[config.mk]
export PLATFORM = sky130hd
export DESIGN_NAME = ubr_core
export DESIGN_NICKNAME = d
export VERILOG_FILES = /design/src/logic/ubr_pkg.sv /design/src/logic/ubr_core.sv /design/src/logic/ubr_fifo.sv
export SDC_FILE = /design/constraint.sdc
export NUM_CORES = 1
export LEC_CHECK = 0
export BUFFER_PORTS_ARGS = -buffer_cell sky130_fd_sc_hd__buf_2
export CORE_AREA = 2 2 198 200
export DETAILED_ROUTE_END_ITERATION = 6
export DIE_AREA = 0 0 200 202
export PLACE_DENSITY = 0.77
export SLEW_MARGIN = 30
export SYNTH_ARGS = -nofsm -noshare
export SYNTH_HDL_FRONTEND = slang
export SYNTH_HIERARCHICAL = 1
export SYNTH_SLANG_ARGS = --single-unit
[constraint.sdc]
create_clock -name aclk -period 3.91 [get_ports aclk]
set_input_delay 0.1955 -clock aclk [delete_from_list [all_inputs] [get_ports aclk]]
set_output_delay 0.1955 -clock aclk [all_outputs]
set_load 0.05 [all_outputs]
[src/logic/ubr_pkg.sv]
package ubr_pkg;
  // register indices (byte address = 4 * index)
  localparam logic [2:0] IDX_DATA  = 3'h0;
  localparam logic [2:0] IDX_IER   = 3'h1;
  localparam logic [2:0] IDX_ISR   = 3'h2;
  localparam logic [2:0] IDX_LCR   = 3'h3;
  localparam logic [2:0] IDX_MCR   = 3'h4;
  localparam logic [2:0] IDX_LSR   = 3'h5;
  localparam logic [2:0] IDX_MSR   = 3'h6;
  localparam logic [2:0] IDX_SPR   = 3'h7;
  // field positions
  localparam int FCR_EN_BIT    = 0;
  localparam int FCR_RXCLR_BIT = 1;
  localparam int FCR_TXCLR_BIT = 2;
  localparam int FCR_BLK_BIT   = 3;
  localparam int FCR_TRIG_LSB  = 6;
  localparam int IER_ENH_BIT   = 5;
  localparam int LCR_DLAB_BIT  = 7;
  localparam int LCR_PEN_BIT   = 3;
  localparam int LCR_EPS_BIT   = 4;
  localparam int LCR_STB_BIT   = 2;
  localparam int MCR_PRE_BIT   = 7;
  localparam int ISR_TXR_BIT   = 4;
  localparam int ISR_RXR_BIT   = 5;
  localparam int LSR_DR_BIT    = 0;
  localparam int LSR_OE_BIT    = 1;
  localparam int LSR_PE_BIT    = 2;
  localparam int LSR_FE_BIT    = 3;
  localparam int LSR_THRE_BIT  = 5;
  localparam int LSR_TEMT_BIT  = 6;
  // reset values, response codes and fixed constants
  localparam logic [7:0]  LCR_RST  = 8'h03;
  localparam logic [7:0]  ZERO8    = 8'h00;
  localparam logic [15:0] DIV_RST  = 16'h0001;
  localparam logic [1:0]  RESP_OK  = 2'b00;
  localparam logic [1:0]  RESP_ERR = 2'b10;
  localparam int PRESCALE_DIV = 4;
  localparam int OVERSAMPLE   = 16;
  localparam int RX_MID       = 8;
  localparam int FIFO_DEPTH   = 16;
  localparam int TIMEOUT_CHARS = 4;
  localparam int TIMEOUT_EXTRA = 12;
endpackage : ubr_pkg

[src/logic/ubr_core.sv]
// The implementer's own choices: the register offsets and the AXI4-Lite register port.
`timescale 1ns/1ps
// Contract
// frame characters with start and stop bits
// parity append on transmit, check on receive
// two sixteen byte buffers, transmit and receive
// four selectable receive fill thresholds
// buffer control bit 3 enables block mode
// buffers off: single byte ready flags
// buffers on: receive ready when not empty
// buffers on: transmit ready when empty
// block mode: receive ready threshold or timeout
// block mode: transmit ready unless full
// ready flags in status bits 5 and 4
// line status bits 5, 6 show transmitter
// prescaler divides by 4 or 1
// sixteen bit divisor makes 16x clock
// shifters run on the 16x enable
// divisor must be programmed before use
// host computes divisor from clock and rate
// enhanced bit inverts the ready flags
// divisor low at 0, high at 1
// divisor bytes reachable only with latch bit
// baud counter pulses then reloads
module ubr_core
  import ubr_pkg::*;
(
  input  wire logic        aclk,
  input  wire logic        aresetn,
  input  wire logic [31:0] s_axi_awaddr,
  input  wire logic        s_axi_awvalid,
  output logic             s_axi_awready,
  input  wire logic [31:0] s_axi_wdata,
  input  wire logic [3:0]  s_axi_wstrb,
  input  wire logic        s_axi_wvalid,
  output logic             s_axi_wready,
  output logic [1:0]       s_axi_bresp,
  output logic             s_axi_bvalid,
  input  wire logic        s_axi_bready,
  input  wire logic [31:0] s_axi_araddr,
  input  wire logic        s_axi_arvalid,
  output logic             s_axi_arready,
  output logic [31:0]      s_axi_rdata,
  output logic [1:0]       s_axi_rresp,
  output logic             s_axi_rvalid,
  input  wire logic        s_axi_rready,
  input  wire logic        serial_in,
  output logic             serial_out
);
  typedef enum logic [3:0] {
    TX_IDLE = 4'b0001, TX_SHIFT = 4'b0010, TX_PAR = 4'b0100, TX_STOP = 4'b1000
  } ubr_tx_type;
  typedef enum logic [3:0] {
    RX_IDLE = 4'b0001, RX_DATA = 4'b0010, RX_PAR = 4'b0100, RX_STOP = 4'b1000
  } ubr_rx_type;

  logic [7:0]  ier_ff, lcr_ff, mcr_ff, fcr_ff, spr_ff;
  logic [15:0] div_ff;
  logic        aw_ff, w_ff;
  logic [2:0]  waddr_ff;
  logic [31:0] wdat_ff;
  logic [3:0]  wstb_ff;
  logic        tx_push, rx_pop, rx_push;
  logic [7:0]  tx_rdata;
  logic [9:0]  rx_rdata;
  logic [4:0]  tx_cnt, rx_cnt;
  logic [1:0]  pre_ff;
  logic        pre_tick;
  logic [15:0] baud_ff;
  logic        tick16_ff;
  ubr_tx_type  tx_st_ff;
  ubr_rx_type  rx_st_ff;
  logic [3:0]  tx_sub_ff, rx_sub_ff;
  logic [2:0]  tx_bit_ff, rx_bit_ff;
  logic [7:0]  tx_sh_ff, rx_sh_ff;
  logic        tx_par_ff, rx_par_ff, stop2_ff;
  logic        rx_hunt_ff;
  logic        tx_pop;
  logic        oe_ff;
  logic [9:0]  tmo_ff;
  logic        tmo_flag_ff, rx_ready_ff;
  logic        rx_ready, tx_ready;
  logic [4:0]  trig_lvl;
  logic        fifo_en, blk_en, dlab, do_write, do_read;

  function automatic logic [2:0] reg_index(input logic [31:0] addr);
    return addr[4:2];
  endfunction : reg_index

  function automatic logic [2:0] data_bits(input logic [1:0] wl);
    return 3'(3'd4 + 3'(wl));
  endfunction : data_bits

  assign fifo_en = fcr_ff[FCR_EN_BIT];
  // block mode bit
  assign blk_en  = fifo_en && fcr_ff[FCR_BLK_BIT];
  // latch bit selects divisor
  assign dlab    = lcr_ff[LCR_DLAB_BIT];

  // AXI write: address and data taken in any order, response after both
  assign do_write = aw_ff && w_ff && !s_axi_bvalid;
  always_ff @(posedge aclk)
  begin
    if (!aresetn)
    begin
      aw_ff <= 1'b0; w_ff <= 1'b0; waddr_ff <= '0; wdat_ff <= '0; wstb_ff <= '0;
      s_axi_awready <= 1'b1; s_axi_wready <= 1'b1; s_axi_bvalid <= 1'b0;
      s_axi_bresp <= RESP_OK;
    end
    else
    begin
      if (s_axi_awvalid && s_axi_awready)
      begin
        aw_ff <= 1'b1; waddr_ff <= reg_index(s_axi_awaddr); s_axi_awready <= 1'b0;
      end
      if (s_axi_wvalid && s_axi_wready)
      begin
        w_ff <= 1'b1; wdat_ff <= s_axi_wdata; wstb_ff <= s_axi_wstrb; s_axi_wready <= 1'b0;
      end
      if (do_write)
      begin
        aw_ff <= 1'b0; w_ff <= 1'b0; s_axi_bvalid <= 1'b1; s_axi_bresp <= RESP_OK;
      end
      if (s_axi_bvalid && s_axi_bready)
      begin
        s_axi_bvalid <= 1'b0; s_axi_awready <= 1'b1; s_axi_wready <= 1'b1;
      end
    end
  end

  // only byte lane 0 carries register data
  assign tx_push = do_write && wstb_ff[0] && !dlab && waddr_ff == IDX_DATA;

  always_ff @(posedge aclk)
  begin
    if (!aresetn)
    begin
      ier_ff <= ZERO8; lcr_ff <= LCR_RST; mcr_ff <= ZERO8; fcr_ff <= ZERO8;
      spr_ff <= ZERO8;
      // no meaningful divisor until software writes it
      div_ff <= DIV_RST;
    end
    else
    begin
      fcr_ff[FCR_RXCLR_BIT] <= 1'b0;
      fcr_ff[FCR_TXCLR_BIT] <= 1'b0;
      if (do_write && wstb_ff[0])
      begin
        case (waddr_ff)
          // divisor bytes at 0 and 1
          IDX_DATA: if (dlab) div_ff[7:0] <= wdat_ff[7:0];
          IDX_IER:
            if (dlab) div_ff[15:8] <= wdat_ff[7:0];
            else ier_ff <= wdat_ff[7:0];
          IDX_ISR: fcr_ff <= wdat_ff[7:0];
          IDX_LCR: lcr_ff <= wdat_ff[7:0];
          IDX_MCR: mcr_ff <= wdat_ff[7:0];
          IDX_SPR: spr_ff <= wdat_ff[7:0];
          default: ;
        endcase
      end
    end
  end

  // AXI read
  assign do_read = s_axi_arvalid && s_axi_arready;
  assign rx_pop  = do_read && !dlab && reg_index(s_axi_araddr) == IDX_DATA;
  always_ff @(posedge aclk)
  begin
    if (!aresetn)
    begin
      s_axi_arready <= 1'b1; s_axi_rvalid <= 1'b0; s_axi_rdata <= '0;
      s_axi_rresp <= RESP_OK;
    end
    else if (do_read)
    begin
      s_axi_arready <= 1'b0;
      s_axi_rvalid  <= 1'b1;
      s_axi_rresp   <= RESP_OK;
      s_axi_rdata   <= '0;
      case (reg_index(s_axi_araddr))
        IDX_DATA: s_axi_rdata[7:0] <= dlab ? div_ff[7:0] : rx_rdata[7:0];
        IDX_IER:  s_axi_rdata[7:0] <= dlab ? div_ff[15:8] : ier_ff;
        // ready flags in status bits 5 and 4
        IDX_ISR:
        begin
          // enhanced bit inverts the flags
          s_axi_rdata[ISR_RXR_BIT] <= rx_ready ^ ier_ff[IER_ENH_BIT];
          s_axi_rdata[ISR_TXR_BIT] <= tx_ready ^ ier_ff[IER_ENH_BIT];
        end
        IDX_LCR: s_axi_rdata[7:0] <= lcr_ff;
        IDX_MCR: s_axi_rdata[7:0] <= mcr_ff;
        IDX_LSR:
        begin
          s_axi_rdata[LSR_DR_BIT] <= rx_cnt != '0;
          s_axi_rdata[LSR_OE_BIT] <= oe_ff;
          s_axi_rdata[LSR_PE_BIT] <= (rx_cnt != '0) && rx_rdata[8];
          s_axi_rdata[LSR_FE_BIT] <= (rx_cnt != '0) && rx_rdata[9];
          // transmit buffer empty and transmitter completely empty
          s_axi_rdata[LSR_THRE_BIT] <= tx_cnt == '0;
          s_axi_rdata[LSR_TEMT_BIT] <= tx_cnt == '0 && tx_st_ff == TX_IDLE;
        end
        IDX_SPR: s_axi_rdata[7:0] <= spr_ff;
        default: s_axi_rdata <= '0;
      endcase
    end
    else if (s_axi_rvalid && s_axi_rready)
    begin
      s_axi_rvalid  <= 1'b0;
      s_axi_arready <= 1'b1;
    end
  end

  lsr_order_a:
    assert property (@(posedge aclk) disable iff (!aresetn)
      (do_read && reg_index(s_axi_araddr) == IDX_LSR) ##1 s_axi_rdata[LSR_TEMT_BIT]
      |-> s_axi_rdata[LSR_THRE_BIT])
    else $error("line status shows empty transmitter with holding data");

  // transmit and receive buffers
  ubr_fifo #(.WIDTH(8), .DEPTH(FIFO_DEPTH)) u_txf (
    .aclk(aclk), .aresetn(aresetn), .clr(fcr_ff[FCR_TXCLR_BIT]),
    .push(tx_push), .wdata(wdat_ff[7:0]), .pop(tx_pop), .rdata(tx_rdata), .count(tx_cnt));
  ubr_fifo #(.WIDTH(10), .DEPTH(FIFO_DEPTH)) u_rxf (
    .aclk(aclk), .aresetn(aresetn), .clr(fcr_ff[FCR_RXCLR_BIT]),
    .push(rx_push), .wdata({!serial_in, lcr_ff[LCR_PEN_BIT] && rx_par_ff, rx_sh_ff}),
    .pop(rx_pop),
    .rdata(rx_rdata), .count(rx_cnt));

  // prescaler by 4 or 1
  assign pre_tick = mcr_ff[MCR_PRE_BIT] ? (pre_ff == 2'(PRESCALE_DIV - 1)) : 1'b1;
  always_ff @(posedge aclk)
  begin
    if (!aresetn)
      pre_ff <= '0;
    else
      pre_ff <= pre_tick ? 2'b00 : pre_ff + 2'b01;
  end

  // divisor counter gives 16x enable
  // pulse on reaching divisor, then reload
  always_ff @(posedge aclk)
  begin
    if (!aresetn)
    begin
      baud_ff <= 16'h0001; tick16_ff <= 1'b0;
    end
    else
    begin
      tick16_ff <= 1'b0;
      if (pre_tick)
      begin
        if (baud_ff >= div_ff)
        begin
          baud_ff <= 16'h0001; tick16_ff <= 1'b1;
        end
        else
          baud_ff <= baud_ff + 16'h0001;
      end
    end
  end

  prescale_gap_a:
    assert property (@(posedge aclk) disable iff (!aresetn)
      (tick16_ff && mcr_ff[MCR_PRE_BIT]) ##1 mcr_ff[MCR_PRE_BIT] |-> !tick16_ff)
    else $error("sampling enable too soon under prescale");

  baud_reload_a:
    assert property (@(posedge aclk) disable iff (!aresetn)
      (pre_tick && baud_ff >= div_ff) |=> (tick16_ff && baud_ff == 16'h0001))
    else $error("baud counter did not pulse and reload");

  // transmitter; non-buffer mode uses the same store as a one-byte holder
  assign tx_pop = tick16_ff && tx_st_ff == TX_IDLE && tx_cnt != '0;
  always_ff @(posedge aclk)
  begin
    if (!aresetn)
    begin
      tx_st_ff <= TX_IDLE; tx_sub_ff <= '0; tx_bit_ff <= '0; tx_sh_ff <= '0;
      tx_par_ff <= 1'b0; stop2_ff <= 1'b0; serial_out <= 1'b1;
    end
    // shift on 16x enable
    else if (tick16_ff)
    begin
      tx_sub_ff <= tx_sub_ff + 4'h1;
      case (tx_st_ff)
        TX_IDLE:
          if (tx_cnt != '0)
          begin
            // start bit first
            serial_out <= 1'b0; tx_sh_ff <= tx_rdata; tx_sub_ff <= '0;
            tx_bit_ff <= '0; tx_par_ff <= !lcr_ff[LCR_EPS_BIT]; stop2_ff <= 1'b0;
            tx_st_ff <= TX_SHIFT;
          end
        TX_SHIFT:
          if (tx_sub_ff == 4'hF)
          begin
            serial_out <= tx_sh_ff[0];
            tx_par_ff  <= tx_par_ff ^ tx_sh_ff[0];
            tx_sh_ff   <= tx_sh_ff >> 1;
            tx_bit_ff  <= tx_bit_ff + 3'h1;
            if (tx_bit_ff == data_bits(lcr_ff[1:0]))
            begin
              tx_st_ff  <= lcr_ff[LCR_PEN_BIT] ? TX_PAR : TX_STOP;
              tx_bit_ff <= '0;
            end
          end
        // parity bit appended
        TX_PAR:
          if (tx_sub_ff == 4'hF)
          begin
            serial_out <= tx_par_ff; tx_st_ff <= TX_STOP;
          end
        // stop bits close the frame
        TX_STOP:
          if (tx_sub_ff == 4'hF)
          begin
            serial_out <= 1'b1;
            stop2_ff   <= 1'b1;
            // bit counter marks the second stop bit so two-stop frames end
            if (stop2_ff && (!lcr_ff[LCR_STB_BIT] || tx_bit_ff != 3'h0))
              tx_st_ff <= TX_IDLE;
            else if (stop2_ff)
              tx_bit_ff <= 3'h1;
          end
        default: tx_st_ff <= TX_IDLE;
      endcase
    end
  end

  idle_line_a:
    assert property (@(posedge aclk) disable iff (!aresetn)
      tx_st_ff == TX_IDLE |-> serial_out)
    else $error("transmit line low while idle");

  start_bit_a:
    assert property (@(posedge aclk) disable iff (!aresetn)
      (tx_st_ff == TX_IDLE) ##1 (tx_st_ff == TX_SHIFT) |-> !serial_out)
    else $error("frame did not open with a start bit");

  // receiver, sampling mid-bit
  assign rx_push = tick16_ff && rx_st_ff == RX_STOP && rx_sub_ff == 4'hF;
  always_ff @(posedge aclk)
  begin
    if (!aresetn)
    begin
      rx_st_ff <= RX_IDLE; rx_sub_ff <= '0; rx_bit_ff <= '0; rx_sh_ff <= '0;
      rx_par_ff <= 1'b0;
      rx_hunt_ff <= 1'b0;
    end
    // sample on 16x enable
    else if (tick16_ff)
    begin
      rx_sub_ff <= rx_sub_ff + 4'h1;
      case (rx_st_ff)
        RX_IDLE:
          if (!serial_in)
          begin
            // count from start edge so later samples fall mid-bit
            rx_sub_ff <= 4'(OVERSAMPLE - RX_MID + 1);
            rx_bit_ff <= '0; rx_par_ff <= lcr_ff[LCR_EPS_BIT]; rx_st_ff <= RX_DATA;
            rx_sh_ff <= '0;
            rx_hunt_ff <= 1'b1;
          end
        RX_DATA:
          if (rx_sub_ff == 4'hF)
          begin
            // first sample is mid start bit: a high line was only a glitch
            if (rx_hunt_ff)
            begin
              rx_hunt_ff <= 1'b0;
              if (serial_in)
                rx_st_ff <= RX_IDLE;
            end
            else
            begin
              // new bit enters at the top of the character so short words end lsb aligned
              rx_sh_ff  <= (rx_sh_ff >> 1) | (8'(serial_in) << data_bits(lcr_ff[1:0]));
              rx_par_ff <= rx_par_ff ^ serial_in;
              rx_bit_ff <= rx_bit_ff + 3'h1;
              if (rx_bit_ff == data_bits(lcr_ff[1:0]))
                rx_st_ff <= lcr_ff[LCR_PEN_BIT] ? RX_PAR : RX_STOP;
            end
          end
        // mismatch kept as error tag
        RX_PAR:
          if (rx_sub_ff == 4'hF)
          begin
            rx_par_ff <= rx_par_ff ^ serial_in ^ 1'b1;
            rx_st_ff  <= RX_STOP;
          end
        RX_STOP:
          if (rx_sub_ff == 4'hF)
            rx_st_ff <= RX_IDLE;
        default: rx_st_ff <= RX_IDLE;
      endcase
    end
  end

  // overrun: sticky until status read, set wins over clear
  always_ff @(posedge aclk)
  begin
    if (!aresetn)
      oe_ff <= 1'b0;
    else if (rx_push && rx_cnt == 5'(FIFO_DEPTH))
      oe_ff <= 1'b1;
    else if (do_read && reg_index(s_axi_araddr) == IDX_LSR)
      oe_ff <= 1'b0;
  end

  // timeout: four characters plus twelve bit times without traffic
  always_ff @(posedge aclk)
  begin
    if (!aresetn)
    begin
      tmo_ff <= '0; tmo_flag_ff <= 1'b0;
    end
    else if (rx_push || rx_pop || rx_cnt == '0)
    begin
      tmo_ff <= '0; tmo_flag_ff <= 1'b0;
    end
    else if (tick16_ff && !tmo_flag_ff)
    begin
      tmo_ff <= tmo_ff + 10'h001;
      if (tmo_ff == 10'(OVERSAMPLE * (TIMEOUT_CHARS * (7 + 32'(lcr_ff[1:0]))
                                       + TIMEOUT_EXTRA)))
        tmo_flag_ff <= 1'b1;
    end
  end

  // four thresholds: 1, 4, 8, 14
  always_comb
  begin
    case (fcr_ff[FCR_TRIG_LSB +: 2])
      2'b00:   trig_lvl = 5'd1;
      2'b01:   trig_lvl = 5'd4;
      2'b10:   trig_lvl = 5'd8;
      default: trig_lvl = 5'd14;
    endcase
  end

  // set on threshold or timeout, cleared only when empty
  always_ff @(posedge aclk)
  begin
    if (!aresetn || rx_cnt == '0)
      rx_ready_ff <= 1'b0;
    else if (rx_cnt >= trig_lvl || tmo_flag_ff)
      rx_ready_ff <= 1'b1;
  end

  trig_set_a:
    assert property (@(posedge aclk) disable iff (!aresetn)
      rx_cnt >= trig_lvl |=> rx_ready_ff)
    else $error("receive ready not set at threshold");

  ready_hold_a:
    assert property (@(posedge aclk) disable iff (!aresetn)
      (rx_ready_ff && rx_cnt != 5'd0) |=> rx_ready_ff)
    else $error("receive ready dropped before buffer empty");

  ready_clear_a:
    assert property (@(posedge aclk) disable iff (!aresetn)
      rx_cnt == 5'd0 |=> !rx_ready_ff)
    else $error("receive ready held with empty buffer");

  // non-block ready flags
  assign rx_ready = blk_en ? rx_ready_ff : (rx_cnt != '0);
  // block mode: room for one more byte
  // transmit ready only when empty
  assign tx_ready = blk_en ? (tx_cnt != 5'(FIFO_DEPTH)) : (tx_cnt == '0);
endmodule : ubr_core

[src/logic/ubr_fifo.sv]
`timescale 1ns/1ps
module ubr_fifo
  import ubr_pkg::*;
#(
  parameter int WIDTH = 10,
  parameter int DEPTH = FIFO_DEPTH
)(
  input  wire logic                     aclk,
  input  wire logic                     aresetn,
  input  wire logic                     clr,
  input  wire logic                     push,
  input  wire logic [WIDTH-1:0]         wdata,
  input  wire logic                     pop,
  output logic      [WIDTH-1:0]         rdata,
  output logic      [$clog2(DEPTH):0]   count
);
  localparam int AW = $clog2(DEPTH);
  logic [WIDTH-1:0] mem [DEPTH];
  logic [AW-1:0]    wp_ff;
  logic [AW-1:0]    rp_ff;
  logic [AW:0]      cnt_ff;
  logic             do_push;
  logic             do_pop;

  // a push into a full buffer is dropped; the caller flags an overrun for the receive buffer only
  assign do_push = push && (cnt_ff != (AW+1)'(DEPTH));
  assign do_pop  = pop && (cnt_ff != '0);
  assign rdata   = mem[rp_ff];
  assign count   = cnt_ff;

  always_ff @(posedge aclk)
  begin
    if (do_push)
      mem[wp_ff] <= wdata;
  end

  always_ff @(posedge aclk)
  begin
    if (!aresetn || clr)
    begin
      wp_ff  <= '0;
      rp_ff  <= '0;
      cnt_ff <= '0;
    end
    else
    begin
      if (do_push)
        wp_ff <= wp_ff + AW'(1);
      if (do_pop)
        rp_ff <= rp_ff + AW'(1);
      cnt_ff <= cnt_ff + (AW+1)'(do_push) - (AW+1)'(do_pop);
    end
  end
endmodule : ubr_fifo

==> flow_summary.ini, run 1 <==
[logic_synthesis]
netlist_instances = 1618
yosysUniqueCellTypes = 74
syn_avg_cell_area_um2 = 12.8
async_flop_share = 0
seq_area_frac_synth = 0.600
synth_flop_cell = edfxtp_1
yosys_register_bits = 478
synth_edf_count = 288
synth_warnings = 6
syn-cell-area_mm2 = 0.0208

[critical_path]
cp_max_fo = 13
worstSetupStartpoint = tx_st_ff[0]
crit_arrival_ns = 3.87
crit_required_ns = 4.37
timing.rr.start = tx_st_ff[0]
end_kind = flop
start_kind = flop
critPathKind = reg -> reg

[pwr]
peakVddDrop_mv = 0.328
p_per_area_mw_per_mm2 = 507
p_leak_nw = 8.12

[global_routing]
grt_remaining_overflow = 0
grt_pass1_vias = 13100
grt_pass1_wl_mm = 71.1
grtUsageTotal = 0.229
grt_max_degree = 52
antenna_found_initial = 0

[place]
placed_cell_area_mm2 = 0.0214
place_inst = 2126
dp_slack_ns = 0.571
dp_hpwl_mm = 28.3
gp_congestion = 0.887
port_buffers = 36

[route]
drt_first_iter_violations = 1095
first_pass_iters = 5
vias = 13100
ant_nets = 0
wl_mm = 45.5
drc = 0
vias_per_cell = 5.86
routedWlPerCell_um = 20.4

[hold_path]
hold_start = serial_in
hold_class = in -> reg

[layout]
fin_nets = 1840
fin_util = 0.605
final_common_cell = edfxtp_1
final_area_mm2 = 0.0232
diodes = 0
area_delta_synth_final_pct = 11.6
drive_above_1_share = 0.138
layoutNonFillerInstCount = 2236
filler_cell_count = 2846
final_cell_mix = 288 x edfxtp_1, 180 x dfxtp_1, 170 x nor2_1

[sta]
fin_setup_tns_ns = 0
finalCritPeriodShare = 0.872
worst_pin_slew_ns = 0.949
slew-limit-headroom = 0.366
drv_slew = 0
finClkSkew_ns = 0.0203
fmax_mhz = 293
setup_viol = 0
period_needed_ns = 3.41
setup_ws_ns = 0.499
hold_violations = 0
rsz0062_at_grt = no

[run]
drv_cap = 0

[floorplanning]
coreArea_mm2 = 0.0383
pin_count = 150
dieArea_mm2 = 0.0404
die_h_um = 202
initial_core_util = 0.542
die_w_um = 200
rows = 72

[clock_network]
ctsHoldBuffers = 18
root_buffer = clkbuf_16
cts_buffers = 50
cts_sinks = 478
post_cts_buffers = 0
cts_tree = done
cts_buffer_depth = 3
cts_resized = 0
clk_latency_ns = 0.60
htreeDepth = 2
clk_pin_slew_ns = 0.06

[outcome]
outcome = finished clean
sequential cells by signal (all words and copies together), names as in the netlist, 6 cells and up, named ones only:
signal / cells
tx_sh_ff: 8
tmo_ff: 10
baud_ff: 16
div_ff: 16
lcr_ff: 8
rx_sh_ff: 8
ier_ff: 8
s_axi_rdata: 8
u_txf/mem: 128
wdat_ff: 8
mcr_ff: 8
spr_ff: 8
u_rxf/mem: 160
fcr_ff: 6
report_power, final:
part	switching, W	internal, W
Combinational	0.000812	0.000644
Sequential	0.000241	0.00545
Clock	0.00195	0.00265
Total	0.00300	0.00875
critical path, cell delays in order, from the launching register on:
cell      delay [ns]
dfxtp_1         0.56
or4b_4          0.56
nor2_1          0.11
nand2_1         0.13
inv_1           0.18
nand2_1         0.12
or2_2           0.34
nand2_1         0.07
ha_1            0.16
inv_1           0.06
fa_1            0.41
nand2b_1        0.15
a21oi_1         0.20
o21ai_0         0.10
nor3b_1         0.14
metal layers:
metal / wire, µm / track usage
met1: 18700 / 0.300
met4: 1350 / 0.0852
met2: 21800 / 0.376
met5: 0 / 0
met3: 3660 / 0.0487
worst paths after layout:
| path | to | depth (start not counted) | slack (ns) |
|---|---|---|---|
| setup / recovery | u_txf/count[4] | 14 | 0.50 |
| hold / removal | rx_sh_ff[7] | 4 | 0.05 |
| setup reg to reg | u_txf/count[4] | 14 | 0.50 |
| hold reg to reg | pre_ff[0] | 1 | 0.43 |
Yosys cell counts (34+ instances only):
master,number,area share
nand2_1,134,0.024
buf_4,34,0.012
edfxtp_1,288,0.42
dfxtp_1,190,0.18
ha_1,52,0.031
mux2i_1,57,0.027
clkbuf_1,50,0.0090
nor2_1,170,0.031
mux4_2,51,0.055
nor3_1,36,0.0087
a22oi_1,45,0.016
nand3_1,52,0.013
o21ai_0,34,0.0082
a21oi_1,72,0.017
inv_1,58,0.010
final cells by class:
class | instances | area (µm²) | area share
inverters | 59 | 223 | 0.00961
multi-input cells | 994 | 7530 | 0.325
clock buffers | 63 | 1310 | 0.0565
well taps | 518 | 648 | 0.0280
repair buffers | 95 | 693 | 0.0299
flip-flops and latches | 478 | 12500 | 0.538
clock inverters | 29 | 294 | 0.0127
through the flow:
step                hold WS (ns)  power (W)
floorplan                  0.296    0.00698
global placement           0.405    0.00716
detailed placement         0.416    0.00721
CTS                       0.0320     0.0118
global route              0.0689     0.0122
finish                    0.0529     0.0117
cells by family after synthesis:
logic type,after synthesis,share of synthesized area
muxes,135,0.116
other,1,0.000181
AOI/OAI and AO/OA,211,0.0675
adders and majority gates,54,0.0333
buffers and inverters,173,0.0429
and+or+nand+nor,510,0.116
xor gates and xnor gates,56,0.0236
DFF,478,0.600
(Power assumes the default switching activity.)
==> run 2, diff against run 1 <==
--- a/config.mk
+++ b/config.mk
@@ -9,6 +9,7 @@
 export CORE_AREA = 2 2 198 200
 export DETAILED_ROUTE_END_ITERATION = 6
 export DIE_AREA = 0 0 200 202
+export MAX_ROUTING_LAYER = met4
 export PLACE_DENSITY = 0.77
 export SLEW_MARGIN = 30
 export SYNTH_ARGS = -nofsm -noshare
==> run 2 against run 1 <==
Compared with the run above:
- via count fell by 1.2%
- die area unchanged
- utilization down 0.052 points
- count of clock-buffer cells in the layout shrank 2
- non-clock buffer count decreased by 1
- global-route usage rose by 0.15 points
- critical endpoint unchanged
- largest power group unchanged
==> flow_summary.ini, run 2 (synthesis gave the netlist of run 1 again) <==
[outcome]
outcome = finished clean

[sta]
worst_pin_slew_ns = 1.01
hold_violations = 0
fmax_mhz = 290
drv_slew = 0
rsz0062_at_grt = no
setup_viol = 0
slew-limit-headroom = 0.325
finClkSkew_ns = 0.0280
finalCritPeriodShare = 0.880
period_needed_ns = 3.44
fin_setup_tns_ns = 0

[layout]
area_delta_synth_final_pct = 11.5
final_cell_mix = 288 x edfxtp_1, 180 x dfxtp_1, 170 x nor2_1
largest_reg_flops = 160
fin_nets = 1838
diodes = 0
final_common_cell = edfxtp_1
final_area_mm2 = 0.0231
top_register = u_rxf/mem
drive_above_1_share = 0.137
reg_top3 = u_rxf/mem x160, u_txf/mem x128

[global_routing]
grt_max_degree = 45
grtUsageTotal = 0.231
grt_pass1_wl_mm = 68.9
grt_remaining_overflow = 0
antenna_found_initial = 0
grt_pass1_vias = 12500

[place]
gp_congestion = 0.889
port_buffers = 36
dp_hpwl_mm = 28.9
placed_cell_area_mm2 = 0.0214

[clock_network]
cts_buffer_depth = 3
post_cts_buffers = 0
cts_buffers = 49
root_buffer = clkbuf_16
cts_resized = 0
cts_tree = done
clk_pin_slew_ns = 0.06
ctsHoldBuffers = 19
clk_latency_ns = 0.59
cts_sinks = 478
htreeDepth = 2

[floorplanning]
coreArea_mm2 = 0.0383
rows = 72
die_w_um = 200
dieArea_mm2 = 0.0404
die_h_um = 202
pin_count = 150
initial_core_util = 0.542

[hold_path]
hold_start = s_axi_araddr[3]
hold_class = in -> reg

[critical_path]
crit_arrival_ns = 3.88
path_cells = or4b_4 > nor2_1 > nand2_1 > inv_1 > nand2_1 > or2_2 > nand2_1 > ha_1 > inv_1 > fa_1 > nand2b_1 > a21oi_1 > o21ai_0 > nor3b_1
slowest_delay_ns = 0.55
timing.rr.start = tx_st_ff[0]
critPathKind = reg -> reg
crit_required_ns = 4.35
cpMostUsedCell = nand2_1
cp_max_fo = 13
worstSetupStartpoint = tx_st_ff[0]
end_kind = flop
start_kind = flop
slowest_stage = dfxtp_1

[pwr]
p_leak_nw = 8.09
p_per_area_mw_per_mm2 = 506
peakVddDrop_mv = 0.377
power_w = 0.0117

[route]
wl_met2_mm = 21.7
vias_per_cell = 5.80
wl_met1_mm = 18.3
topRoutingLayerUsed = met4
routedWlPerCell_um = 20.1
drt_first_iter_violations = 1150
vias = 12900
drc = 0
dr_wl_met3_mm = 3.20
wl_mm = 44.8
first_pass_iters = 7
ant_nets = 0

[run]
drv_cap = 0
## run 2: layout make-up
type / count / area, µm²
Fill cell: 2828 / 15100
Timing Repair Buffer: 94 / 701
Clock inverter: 27 / 275
Tap cell: 518 / 648
Inverter: 59 / 223
Multi-Input combinational cell: 994 / 7530
Sequential cell: 478 / 12500
Clock buffer: 61 / 1300
## run 2: critical path: cells and delay by family, from the launching register on
kind                       cells  cell delay [ns]
buffers and inverters          2             0.24
adders and majority gates      2             0.59
DFF                            1             0.55
and+or+nand+nor                8             1.62
AOI/OAI and AO/OA              2             0.31
## run 2: path summary, 6_finish.rpt
kind	endpoint	slack, ns	cells past startpoint
worst max-delay path	u_txf/count[4]	0.47	14
worst min-delay path	s_axi_rdata[6]	0.11	2
worst max register to register	u_txf/count[4]	0.47	14
worst min register to register	pre_ff[0]	0.44	1
## run 2: through the flow
step / setup WS [ns] / util / std cells / hold WS, ns
after CTS: 0.490 / 0.604 / 2231 / 0.0698
after floorplan: 0.653 / - / 1645 / 0.296
after detailed placement: 0.513 / 0.558 / 2124 / 0.419
after global placement: 0.616 / 0.558 / 2124 / 0.406
final: 0.467 / 0.605 / 2231 / 0.111
after global routing: 0.251 / 0.605 / 2231 / 0.108
## run 2: metal layers
| layer | GRT usage | vias up |
|---|---|---|
| li1 | - | 6017 |
| met1 | 0.290 | 6371 |
| met2 | 0.367 | 450 |
| met3 | 0.0472 | 109 |
| met4 | 0.0910 | 0 |
| met5 | - | - |
## run 2: power by group
| part | total (W) | internal, W | switching [W] |
|---|---|---|---|
| clock | 0.00458 | 0.00263 | 0.00194 |
| sequential | 0.00569 | 0.00545 | 0.000236 |
| combinational | 0.00146 | 0.000645 | 0.000810 |
| total | 0.0117 | 0.00873 | 0.00299 |
